### src/common/vic_regs.svh
// Register map and field positions of the vectored interrupt controller
// Assumes a 32-bit word-addressed Avalon-MM slave, word offsets below
`ifndef VIC_REGS_SVH
`define VIC_REGS_SVH

`define VIC_OFF_CTRL0      4'h0
`define VIC_OFF_CTRL1      4'h1
`define VIC_OFF_TBCTRL     4'h2
`define VIC_OFF_EDGE       4'h3
`define VIC_OFF_PC         4'h4
`define VIC_OFF_STATUS     4'h5

`define VIC_BIT_GIE        0
`define VIC_BIT_PIN_EN     1
`define VIC_BIT_SER_EN     2
`define VIC_BIT_PIN_F      4
`define VIC_BIT_SER_F      5

`define VIC_BIT_CONV_EN    0
`define VIC_BIT_NV_EN      1
`define VIC_BIT_PER_EN     2
`define VIC_BIT_CMPA_EN    3
`define VIC_BIT_CONV_F     4
`define VIC_BIT_NV_F       5
`define VIC_BIT_PER_F      6
`define VIC_BIT_CMPA_F     7

`define VIC_BIT_TB0_EN     0
`define VIC_BIT_TB1_EN     1
`define VIC_BIT_TB0_F      4
`define VIC_BIT_TB1_F      5
`define VIC_TBCTRL_MASK    8'h33

`define VIC_CTRL0_MASK     8'h37
`define VIC_RST_BYTE       8'h00
`define VIC_VEC_BASE       12'h004
`define VIC_VEC_STEP       12'h004

`endif

### src/common/vic_pkg.sv
// Types shared by the interrupt controller files
// Assumes nothing beyond a SystemVerilog compiler
`default_nettype none
package vic_pkg;
  typedef enum logic [2:0] {
    VIC_ST_RUN   = 3'b001,
    VIC_ST_SLEEP = 3'b010,
    VIC_ST_ENTER = 3'b100
  } vic_state_t;

  typedef enum logic [1:0] {
    VIC_EDGE_OFF  = 2'b00,
    VIC_EDGE_RISE = 2'b01,
    VIC_EDGE_FALL = 2'b10,
    VIC_EDGE_BOTH = 2'b11
  } vic_edge_t;
endpackage
`default_nettype wire

### src/hw/vic_prio.sv
// Fixed priority pick among pending enabled requests
// Assumes index 0 owns the lowest vector address
`default_nettype none
module vic_prio #(
  parameter int N = 9
) (
  // Requests
  input  wire logic [N-1:0]         i_req,
  // Choice
  output logic                      o_any,
  output logic [$clog2(N)-1:0]      o_idx
);
  initial begin
    if (N < 2) $error("vic_prio needs two or more sources");
  end

  always_comb begin
    o_any = 1'b0;
    o_idx = '0;
    for (int k = N - 1; k >= 0; k--) begin
      if (i_req[k]) begin
        o_any = 1'b1;
        o_idx = k[$clog2(N)-1:0];
      end
    end
  end
endmodule // vic_prio

### src/hw/vic_ctrl.sv
// Vectored interrupt controller: flags, enables, priority, PC stack, wake
// Assumes core pulses i_boundary per instruction and i_return_from_interrupt on return
//
// How it works
// - Control byte two holds tick flags at bits 5 and 4, reset zero
// - Control byte two holds tick enables at bits 1 and 0, reset zero
// - Bits 7..6 and 3..2 of that byte read zero, writes ignored
// - Every source event sets its flag regardless of its enable
// - A flag causes a vector jump only with its enable set
// - Global enable low blocks every interrupt
// - Entry pushes next-instruction PC then loads the vector
// - Return instruction pops the saved PC to resume
// - Each source owns a distinct vector address
// - Taking any interrupt clears the global enable
// - Requests while blocked still set and keep flags
// - Full stack blocks acknowledging any request until popped
// - Simultaneous enabled requests resolve by fixed priority
// - A flag rising wakes from sleep; one already set does not
// - Pin flag sets on the edge type chosen by the select field
// - Servicing the pin interrupt clears its flag and global enable
// - Conversion flag sets on completion, cleared on service
// - Nonvolatile write flag sets at cycle end, cleared on service
// - Timer gives period and compare A requests, each separate
// - Serial flag sets on byte, address match or timeout in SPI/I2C
// - UART events raise serial request; UART status untouched
// - Edge field: 00 off, 01 rise, 10 fall, 11 both
// - Global enable is bit 0 of control byte zero, reset zero
`default_nettype none
`include "vic_regs.svh"
module vic_ctrl #(
  parameter int PC_W  = 12,
  parameter int DEPTH = 8
) (
  // Clock and reset
  input  wire logic             i_mclk,
  input  wire logic             i_sys_rst,
  input  wire logic             i_ce,
  // Avalon-MM slave
  input  wire logic [3:0]       i_avs_address,
  input  wire logic             i_avs_read,
  input  wire logic             i_avs_write,
  input  wire logic [31:0]      i_avs_writedata,
  input  wire logic [3:0]       i_avs_byteenable,
  output logic [31:0]           o_avs_readdata,
  output logic                  o_avs_waitrequest,
  output logic [1:0]            o_avs_response,
  // Event sources, one-cycle pulses except the pin, which is a level
  input  wire logic             i_pin_level,
  input  wire logic             i_conv_done,
  input  wire logic             i_nv_write_done,
  input  wire logic             i_period_match,
  input  wire logic             i_compare_a_match,
  input  wire logic             i_serial_event,
  input  wire logic             i_tick0,
  input  wire logic             i_tick1,
  // Core sequencer
  input  wire logic             i_boundary,
  input  wire logic [PC_W-1:0]  i_next_pc,
  input  wire logic             i_return_from_interrupt,
  input  wire logic             i_sleep_req,
  output logic                  o_take,
  output logic [PC_W-1:0]       o_pc,
  output logic                  o_pc_load,
  output logic                  o_stack_full,
  output logic                  o_sleeping,
  output logic                  o_wake
);
  localparam int NSRC = 9;
  localparam int SP_W = $clog2(DEPTH + 1);

  initial begin
    if (PC_W < 6 || DEPTH < 2) $error("vic_ctrl: bad PC_W or DEPTH");
  end

  // Source order doubles as priority: index 0 lowest vector
  // 0 pin,1 serial,2 conv,3 nv,4 period,5 cmpA,6 tick0,7 tick1,8 unused
  logic                 gie_reg;
  logic [NSRC-1:0]      flag_reg;
  logic [NSRC-1:0]      en_reg;
  logic [1:0]           edge_reg;
  logic                 pin_d_reg;
  logic [PC_W-1:0]      stack_reg [DEPTH];
  logic [SP_W-1:0]      sp_reg;
  logic [PC_W-1:0]      pc_reg;
  logic                 pc_load_reg;
  logic                 wake_reg;
  logic [31:0]          rdata_reg;
  logic                 ack_reg;
  logic [1:0]           resp_reg;
  vic_pkg::vic_state_t  st_reg;
  vic_pkg::vic_state_t  st_next;

  // Edge detect on the synchronous pin
  wire logic pin_rise = i_pin_level & ~pin_d_reg;
  wire logic pin_fall = ~i_pin_level & pin_d_reg;
  wire logic pin_hit  =
      (edge_reg == vic_pkg::VIC_EDGE_RISE && pin_rise) ||
      (edge_reg == vic_pkg::VIC_EDGE_FALL && pin_fall) ||
      (edge_reg == vic_pkg::VIC_EDGE_BOTH && (pin_rise | pin_fall));

  wire logic [NSRC-1:0] ev = {1'b0, i_tick1, i_tick0, i_compare_a_match,
                              i_period_match, i_nv_write_done,
                              i_conv_done, i_serial_event,
                              pin_hit};
  // Serial events come pre-merged; UART status is not ours

  // Priority choice among enabled flags
  wire logic [NSRC-1:0] pend = flag_reg & en_reg;
  wire logic            any_pend;
  wire logic [3:0]      pick;
  vic_prio #(.N(NSRC)) u_prio (
    .i_req (pend),
    .o_any (any_pend),
    .o_idx (pick)
  );

  wire logic full = (sp_reg == SP_W'(DEPTH));
  wire logic take = i_ce && any_pend && gie_reg && !full
                    && i_boundary
                    && st_reg == vic_pkg::VIC_ST_RUN;
  wire logic pop  = i_ce && i_return_from_interrupt && sp_reg != '0;
  wire logic [NSRC-1:0] svc_clr = take ? (NSRC'(1) << pick) : '0;

  // Vector table: base + index * step
  function automatic logic [PC_W-1:0] vec_of(input logic [3:0] idx);
    vec_of = PC_W'(`VIC_VEC_BASE) + PC_W'(`VIC_VEC_STEP) * PC_W'(idx);
  endfunction

  // Register decode
  wire logic sel_c0 = i_avs_address == `VIC_OFF_CTRL0;
  wire logic sel_c1 = i_avs_address == `VIC_OFF_CTRL1;
  wire logic sel_tb = i_avs_address == `VIC_OFF_TBCTRL;
  wire logic sel_eg = i_avs_address == `VIC_OFF_EDGE;
  wire logic sel_pc = i_avs_address == `VIC_OFF_PC;
  wire logic sel_st = i_avs_address == `VIC_OFF_STATUS;
  wire logic mapped = sel_c0 | sel_c1 | sel_tb | sel_eg | sel_pc | sel_st;
  wire logic req    = (i_avs_read | i_avs_write) && !ack_reg;
  wire logic wr     = i_ce && ack_reg && i_avs_write && i_avs_byteenable[0];
  wire logic [7:0] wb = i_avs_writedata[7:0];

  wire logic [7:0] c0_rd = {2'b00, flag_reg[1], flag_reg[0], 1'b0,
                            en_reg[1], en_reg[0], gie_reg};
  wire logic [7:0] c1_rd = {flag_reg[5], flag_reg[4], flag_reg[3],
                            flag_reg[2], en_reg[5], en_reg[4],
                            en_reg[3], en_reg[2]};
  wire logic [7:0] tb_rd = {2'b00, flag_reg[7], flag_reg[6], 2'b00,
                            en_reg[7], en_reg[6]};
  wire logic [31:0] rd_mux =
      sel_c0 ? {24'h000000, c0_rd} :
      sel_c1 ? {24'h000000, c1_rd} :
      sel_tb ? {24'h000000, tb_rd} :
      sel_eg ? {30'h0, edge_reg} :
      sel_pc ? 32'(pc_reg) :
      sel_st ? {24'h000000, 3'b000, st_reg, full, o_sleeping} :
      32'h00000000;

  // Software writes give the new flag and enable images
  logic [NSRC-1:0] sw_flag;
  logic [NSRC-1:0] sw_en;
  always_comb begin
    sw_flag = flag_reg;
    sw_en   = en_reg;
    if (wr && sel_c0) begin
      sw_flag[0] = wb[`VIC_BIT_PIN_F];
      sw_flag[1] = wb[`VIC_BIT_SER_F];
      sw_en[0]   = wb[`VIC_BIT_PIN_EN];
      sw_en[1]   = wb[`VIC_BIT_SER_EN];
    end else if (wr && sel_c1) begin
      sw_flag[5:2] = {wb[`VIC_BIT_CMPA_F], wb[`VIC_BIT_PER_F],
                      wb[`VIC_BIT_NV_F], wb[`VIC_BIT_CONV_F]};
      sw_en[5:2]   = {wb[`VIC_BIT_CMPA_EN], wb[`VIC_BIT_PER_EN],
                      wb[`VIC_BIT_NV_EN], wb[`VIC_BIT_CONV_EN]};
    end else if (wr && sel_tb) begin
      sw_flag[6] = wb[`VIC_BIT_TB0_F];
      sw_flag[7] = wb[`VIC_BIT_TB1_F];
      sw_en[6]   = wb[`VIC_BIT_TB0_EN];
      sw_en[7]   = wb[`VIC_BIT_TB1_EN];
    end
    sw_flag[8] = 1'b0;
    sw_en[8]   = 1'b0;
  end

  // Event set beats both software and service clear
  wire logic [NSRC-1:0] flag_next =
      (sw_flag & ~svc_clr) | ev;
  wire logic [NSRC-1:0] flag_rise = ev & ~flag_reg;

  // Global enable: service clears, software writes, return sets
  wire logic gie_next = take ? 1'b0 :
                        (wr && sel_c0) ? wb[`VIC_BIT_GIE] :
                        pop ? 1'b1 : gie_reg;

  always_comb begin
    st_next = st_reg;
    case (st_reg)
      vic_pkg::VIC_ST_RUN: begin
        if (take) st_next = vic_pkg::VIC_ST_ENTER;
        else if (i_sleep_req) st_next = vic_pkg::VIC_ST_SLEEP;
      end
      vic_pkg::VIC_ST_SLEEP: begin
        if (|flag_rise) st_next = vic_pkg::VIC_ST_RUN;
      end
      vic_pkg::VIC_ST_ENTER: st_next = vic_pkg::VIC_ST_RUN;
      default: st_next = vic_pkg::VIC_ST_RUN;
    endcase
  end

  always_ff @(posedge i_mclk) begin
    if (i_sys_rst) begin
      flag_reg  <= '0;
      en_reg    <= '0;
      gie_reg   <= 1'b0;
      edge_reg  <= 2'b00;
      pin_d_reg <= 1'b0;
      st_reg    <= vic_pkg::VIC_ST_RUN;
    end else if (i_ce) begin
      flag_reg  <= flag_next;
      en_reg    <= sw_en;
      gie_reg   <= gie_next;
      pin_d_reg <= i_pin_level;
      st_reg    <= st_next;
      if (wr && sel_eg) edge_reg <= wb[1:0];
    end
  end

  // Return stack of program counters
  always_ff @(posedge i_mclk) begin
    if (i_sys_rst) begin
      sp_reg      <= '0;
      pc_reg      <= '0;
      pc_load_reg <= 1'b0;
    end else if (i_ce) begin
      pc_load_reg <= take | pop;
      if (take) begin
        stack_reg[sp_reg[$clog2(DEPTH)-1:0]] <= i_next_pc;
        sp_reg <= sp_reg + SP_W'(1);
        pc_reg <= vec_of(pick);
      end else if (pop) begin
        sp_reg <= sp_reg - SP_W'(1);
        pc_reg <= stack_reg[$clog2(DEPTH)'(sp_reg - SP_W'(1))];
      end
    end
  end

  always_ff @(posedge i_mclk) begin
    if (i_sys_rst) begin
      wake_reg <= 1'b0;
    end else if (i_ce) begin
      wake_reg <= (st_reg == vic_pkg::VIC_ST_SLEEP) && |flag_rise;
    end
  end

  // Bus answer one cycle after the request
  always_ff @(posedge i_mclk) begin
    if (i_sys_rst) begin
      ack_reg   <= 1'b0;
      rdata_reg <= '0;
      resp_reg  <= 2'b00;
    end else if (i_ce) begin
      ack_reg   <= req;
      rdata_reg <= rd_mux;
      resp_reg  <= mapped ? 2'b00 : 2'b11;
    end
  end

  assign o_avs_waitrequest = (i_avs_read | i_avs_write) & ~(ack_reg & i_ce);
  assign o_avs_readdata    = rdata_reg;
  assign o_avs_response    = resp_reg;
  assign o_take            = take;
  assign o_pc              = pc_reg;
  assign o_pc_load         = pc_load_reg;
  assign o_stack_full      = full;
  assign o_sleeping        = st_reg == vic_pkg::VIC_ST_SLEEP;
  assign o_wake            = wake_reg;
endmodule // vic_ctrl
`default_nettype wire

### config.mk
export PLATFORM = sky130hd
export DESIGN_NAME = vic_ctrl
export DESIGN_NICKNAME = d
export VERILOG_FILES = /design/src/common/vic_pkg.sv /design/src/hw/vic_prio.sv /design/src/hw/vic_ctrl.sv
export VERILOG_INCLUDE_DIRS = /design/src /design/src/common
export SDC_FILE = /design/constraint.sdc
export NUM_CORES = 1
export LEC_CHECK = 0
export BUFFER_PORTS_ARGS = -buffer_cell sky130_fd_sc_hd__buf_4
export CAP_MARGIN = 20
export CORE_MARGIN = 2
export CORE_UTILIZATION = 40
export CTS_CLUSTER_DIAMETER = 40
export DETAILED_ROUTE_END_ITERATION = 6
export HOLD_SLACK_MARGIN = 0.06
export MAX_ROUTING_LAYER = met4
export PLACE_DENSITY_LB_ADDON = 0.08
export REMOVE_ABC_BUFFERS = 1
export SYNTH_ARGS = -nofsm -noshare
export SYNTH_HDL_FRONTEND = slang
export SYNTH_SLANG_ARGS = --single-unit
### constraint.sdc
create_clock -name i_mclk -period 4.27 [get_ports i_mclk]
set_input_delay 0 -clock i_mclk [delete_from_list [all_inputs] [get_ports i_mclk]]
set_output_delay 0 -clock i_mclk [all_outputs]
set_load 0.01 [all_outputs]
==> impl_metrics.csv, run 1 <==
group,metric,value,unit
run_status,outcome,"completed",
power_and_ir_drop,power,3.189,mW
sta,fin_setup_tns,0,ns
placement,dpl_worst_slack,1.570,ns
synthesis,synth_edf_count,96,
placement,globalplace.congestion,0.8548,
clock_network,cts_buffers,17,
critical_path,critPathCaptureType,"register",
floorplanning,die_h,134.7,µm
layout,nFillCells,1456,
floorplanning,die_area,18150,µm²
sta,slew_headroom,30.90,%
clock_network,clk_pin_slew,0.06,ns
drt,vias,4794,
synthesis,postSynthAreaPerCell,12.45,µm²
synthesis,yosysWarnings,0,
clock_network,cts.sinks,151,
critical_path,arrival,3.45,ns
synthesis,yosysSeqAreaShare,58.27,%
critical_path,path_max_fanout,40,
placement,place_area,7560,µm²
critical_path,required,4.58,ns
critical_path,critPathMaxStageDelay,0.74,ns
layout,drive_above_1_share,25.22,%
layout,finalNonFillerCells,894,
power_and_ir_drop,ir_drop,0.3161,mV
layout,largest_reg_flops,96,
sta,rsz0062_at_grt,"no",
clock_network,h-tree-depth,4,
clock_network,post_cts_buffers,0,
power_and_ir_drop,powerDensity,374.8,nW/µm²
global_routing,grt_max_degree,62,
sta,post-route-period-util,73.64,%
drt,dr.pass1.iters,5,
sta,finalWorstSetupSlack,1.126,ns
synthesis,synth.most_common_cell,"edfxtp_1",
drt,vias_per_cell,5.362,
floorplanning,core_region_area,16640,µm²
global_routing,grt_pass1_wl,25920,µm
global_routing,gr-total-overflow,0,
sta,maxSlewViolCount,0,
drt,drt_wl_total,16720,µm
synthesis,synthTopCellsByCount,"edfxtp_1 (96), dfxtp_1 (55), nand2_1 (42), nor2_1 (41), a21oi_1 (37)",
layout,layout.nets,739,
global_routing,antenna_found_initial,0,
synthesis,yosys.area.top_type_share,42.17,%
synthesis,synthCells,549,
layout,diodes,0,
global_routing,grt_pass1_vias,4625,
hold_path,hp-class,"in2reg",
sta,worstMarginPinSlew,1.034,ns
power_and_ir_drop,cellLeakagePower,3.034,nW
global_routing,track_usage,19.55,%
floorplanning,rows,47,
clock_network,root_buffer,"clkbuf_16",
sta,fin_crit,3.144,ns
critical_path,critPathLaunchType,"primary input",
drt,drt_first_iter_violations,375,
synthesis,synth_seq_cells,151,
drt,ant_nets,0,
clock_network,cts_tree,"yes",
synthesis,synth_area_leaders,"edfxtp_1 (42%), dfxtp_1 (16%), mux4_2 (7.9%)",
synthesis,synth_flop_cell,"edfxtp_1",
layout,regArea,3985,µm²
critical_path,crit_type,"in2reg",
job,max_cap_violations,0,
synthesis,ys_types,67,
critical_path,cpMaxStageDelayCell,"nand4_1",
hold_path,worstHoldPathCells,4,
layout,area_delta_synth_final,24.45,%
floorplanning,start_util,41.08,%
layout,multi_input_area,2579,µm²
clock_network,clock_latency,0.42,ns
drt,drc,0,
floorplanning,chipWidth,134.7,µm
critical_path,r2r_cells,10,
sta,fmax,318.0,MHz
placement,hpwlAfterDp,11110,µm
floorplanning,pin_count,120,
drt,routedWlPerCell,18.70,µm
critical_path,worstPathCellList,"dlygate4sd3_1, buf_4, nand4_1, nor3_2, mux2i_1, a31oi_1, o31a_1, dlygate4sd3_1",
synthesis,yosysTopAreaCell,"edfxtp_1",
clock_network,cts_buffer_depth,2,
layout,stdcell_area,8508,µm²
sta,skew,0.009919,ns
placement,dp.cells,824,
placement,io_buffers,72,
synthesis,netlist_area,6837,µm²
synthesis,async_reset_ff_share,0,%
critical_path,crit_path_frequent_cell,"dlygate4sd3_1",
sta,hold_viol_final,0,
sta,finalSetupViolations,0,
[path summary, 6_finish.rpt]
check        slack [ns]              startpoint                        to
min reg2reg        0.46     o_wake$_SDFFE_PP0P_       o_wake$_SDFFE_PP0P_
max reg2reg        1.28  sp_reg[1]$_SDFFE_PP0P_  flag_reg[6]$_SDFFE_PP0P_
max                1.13                    i_ce  flag_reg[6]$_SDFFE_PP0P_
min                0.08      i_avs_writedata[5]  flag_reg[1]$_SDFFE_PP0P_
[routing by layer]
metal	up-vias	GRT usage, %	wire [µm]
met3	23	4.505	863
met5	-	-	0
met2	156	31.58	8322
met1	2341	24.19	7133
li1	2274	-	-
met4	0	7.018	399
[cell usage in the layout (no fill, tap or decap), drive strengths merged, types with 17 or more instances in the layout]
cell	synthesis	routed
edfxtp	96	96
buf	36	88
dfxtp	55	55
nand2	42	42
nor2	42	42
dlygate4sd3	0	38
a21oi	37	37
mux4	24	24
inv	16	22
conb	1	20
o21ai	20	20
nand3	18	18
clkbuf	16	17
[power by group]
part / switching (mW) / internal [mW]
clock network: 0.624 / 0.815
logic: 0.0881 / 0.0826
registers: 0.0177 / 1.56
[kinds of logic after synthesis]
| family | count (synthesis) | synth area share [%] |
|---|---|---|
| simple gates | 156 | 11.66 |
| flops | 151 | 58.27 |
| compound gates | 113 | 10.96 |
| buf+inv | 68 | 5.307 |
| mux | 48 | 11.66 |
| fa+ha+maj | 10 | 1.830 |
| xor+xnor | 2 | 0.2563 |
| other cells | 1 | 0.05485 |
[worst max-delay path: cells and delay by family]
kind / cells / cell delay, ns
buffers and inverters: 3 / 1.44
AND/OR/NAND/NOR: 2 / 1.41
AO/OA/AOI/OAI: 2 / 0.32
multiplexers: 1 / 0.25
[area by class of cell]
| cell class | count | share of cell area, % |
|---|---|---|
| flip-flops and latches | 151 | 46.84 |
| repair buffers | 126 | 12.24 |
| multi-input cells | 349 | 30.31 |
| inverters | 16 | 0.7059 |
| well taps | 220 | 3.235 |
| clock inverters | 15 | 1.676 |
| clock buffers | 17 | 5.000 |
[metrics by stage]
stage	hold WS (ns)	util, %
3_5_place_dp	0.2342	45.43
3_3_place_gp	0.2279	45.43
5_1_grt	0.08632	51.12
2_1_floorplan	0.06907	-
6_report	0.07598	51.12
4_1_cts	0.06362	51.12
[what timing repair did]
item,in CTS,in global routing
endpoints found under the hold margin,125,0
gates resized for setup,0,0
hold buffers,38,0
Note: power is estimated with default switching activity, not from simulation.
==> inputs of run 2 (changes only) <==
- clock period: 4.27 -> 2.99 ns (I/O delays scaled with it)
==> impl_metrics.csv, run 2 (synthesis results as in run 1) <==
group,metric,value,unit
run_status,outcome,"completed",
hold_path,hp-class,"in2reg",
drt,drt_first_iter_violations,295,
clock_network,cts_tree,"yes",
global_routing,grt_pass1_wl,25440,µm
critical_path,critPathLaunchType,"register",
power_and_ir_drop,netSwitchingFraction,21.89,%
layout,area_delta_synth_final,25.62,%
layout,final_common_cell,"buf_4",
placement,dpl_worst_slack,0.4926,ns
clock_network,hold_buffers,38,
sta,hold_viol_final,0,
sta,skew,0.01143,ns
floorplanning,start_util,41.08,%
floorplanning,core_region_area,16640,µm²
sta,finalSetupViolations,0,
layout,drive_above_1_share,26.02,%
drt,drc,0,
global_routing,grt_max_degree,62,
power_and_ir_drop,power.internal,3.594,mW
clock_network,cts.sinks,151,
clock_network,root_buffer,"clkbuf_16",
global_routing,track_usage,19.20,%
clock_network,cts_resized,0,
job,max_cap_violations,0,
power_and_ir_drop,power,4.602,mW
critical_path,crit_type,"reg2reg",
sta,fin_crit,2.777,ns
layout,layout.nets,749,
sta,rsz0062_at_grt,"no",
floorplanning,die_h,134.7,µm
layout,final_cell_mix,"buf_4 (98), edfxtp_1 (96), dfxtp_1 (54)",
sta,fin_setup_tns,0,ns
power_and_ir_drop,clkPwrFrac,45.5,%
clock_network,h-tree-depth,4,
power_and_ir_drop,cellLeakagePower,3.081,nW
global_routing,antenna_found_initial,0,
power_and_ir_drop,p_sw,1.007,mW
sta,maxSlewViolCount,0,
sta,holdWs,0.07303,ns
drt,routedWlPerCell,18.26,µm
placement,hpwlAfterDp,11160,µm
layout,largest_reg_flops,96,
clock_network,cts_buffers,17,
clock_network,cts_buffer_depth,2,
clock_network,clock_latency,0.42,ns
clock_network,post_cts_buffers,0,
sta,fmax,360.1,MHz
critical_path,arrival,3.14,ns
power_and_ir_drop,p_seq_share,48.9,%
layout,diodes,0,
global_routing,grt_pass1_vias,4615,
drt,dr.pass1.iters,5,
floorplanning,chipWidth,134.7,µm
floorplanning,rows,47,
floorplanning,die_area,18150,µm²
global_routing,gr-total-overflow,0,
drt,vias_per_cell,5.376,
clock_network,clk_pin_slew,0.06,ns
drt,vias,4860,
critical_path,path_max_fanout,6,
sta,slew_headroom,48.70,%
power_and_ir_drop,ir_drop,0.3844,mV
floorplanning,pin_count,120,
critical_path,critPathCaptureType,"register",
layout,utilization,51.61,%
drt,drt_wl_total,16510,µm
placement,globalplace.congestion,0.8985,
sta,finalWorstSetupSlack,0.2128,ns
power_and_ir_drop,powerDensity,535.8,nW/µm²
power_and_ir_drop,comb_power_share,5.6,%
critical_path,required,3.35,ns
drt,ant_nets,0,
sta,worstMarginPinSlew,0.7687,ns
sta,post-route-period-util,92.88,%
placement,io_buffers,72,
## run 2: area by class of cell
cell class | count | area, µm²
inverters | 16 | 60.06
repair buffers | 136 | 1116
clock buffers | 19 | 432.9
fillers | 1477 | 8054
well taps | 220 | 275.3
multi-input cells | 349 | 2571
flip-flops and latches | 151 | 3985
clock inverters | 13 | 147.6
## run 2: power by group through the flow
stage	logic, mW	registers [mW]	clock network, mW
finish	0.256	2.25	2.09
global route	0.279	2.25	2.22
CTS	0.256	2.25	2.15
detailed placement	0.214	2.30	0
global placement	0.212	2.30	0
floorplan	0.0796	2.30	0
## run 2: metrics by stage
stage	instances	instance area [µm²]
floorplan	516	6605
global placement	834	7627
detailed placement	834	7627
CTS	904	8588
global route	904	8588
finish	904	8588
## run 2: worst max-delay path: stages (launching register included)
cell and delay (ns):
dfxtp_1 0.37, a22oi_1 0.40, nand2_1 0.22, a21oi_1 0.39, inv_1 0.09, ha_1 0.21
a22o_1 0.23, a311oi_1 0.24, dlygate4sd3_1 0.57
## run 2: routing by layer
metal | part of all wire (%) | vias up | global-route usage [%]
met4 | 1.8 | 0 | 6.608
met5 | 0 | - | -
li1 | - | 2290 | -
met2 | 50 | 171 | 31.11
met3 | 4.7 | 26 | 3.829
met1 | 44 | 2373 | 24.18
## run 2: final timing paths
| kind | cells past startpoint | end | slack [ns] | startpoint |
|---|---|---|---|---|
| setup / recovery | 8 | flag_reg[3]$_SDFFE_PP0P_ | 0.21 | flag_reg[0]$_SDFFE_PP0P_ |
| hold / removal | 2 | pin_d_reg$_SDFFE_PP0P_ | 0.07 | i_sys_rst |
| setup reg to reg | 8 | flag_reg[3]$_SDFFE_PP0P_ | 0.21 | flag_reg[0]$_SDFFE_PP0P_ |
| hold reg to reg | 2 | o_pc_load$_SDFFE_PP0P_ | 0.46 | o_pc_load$_SDFFE_PP0P_ |
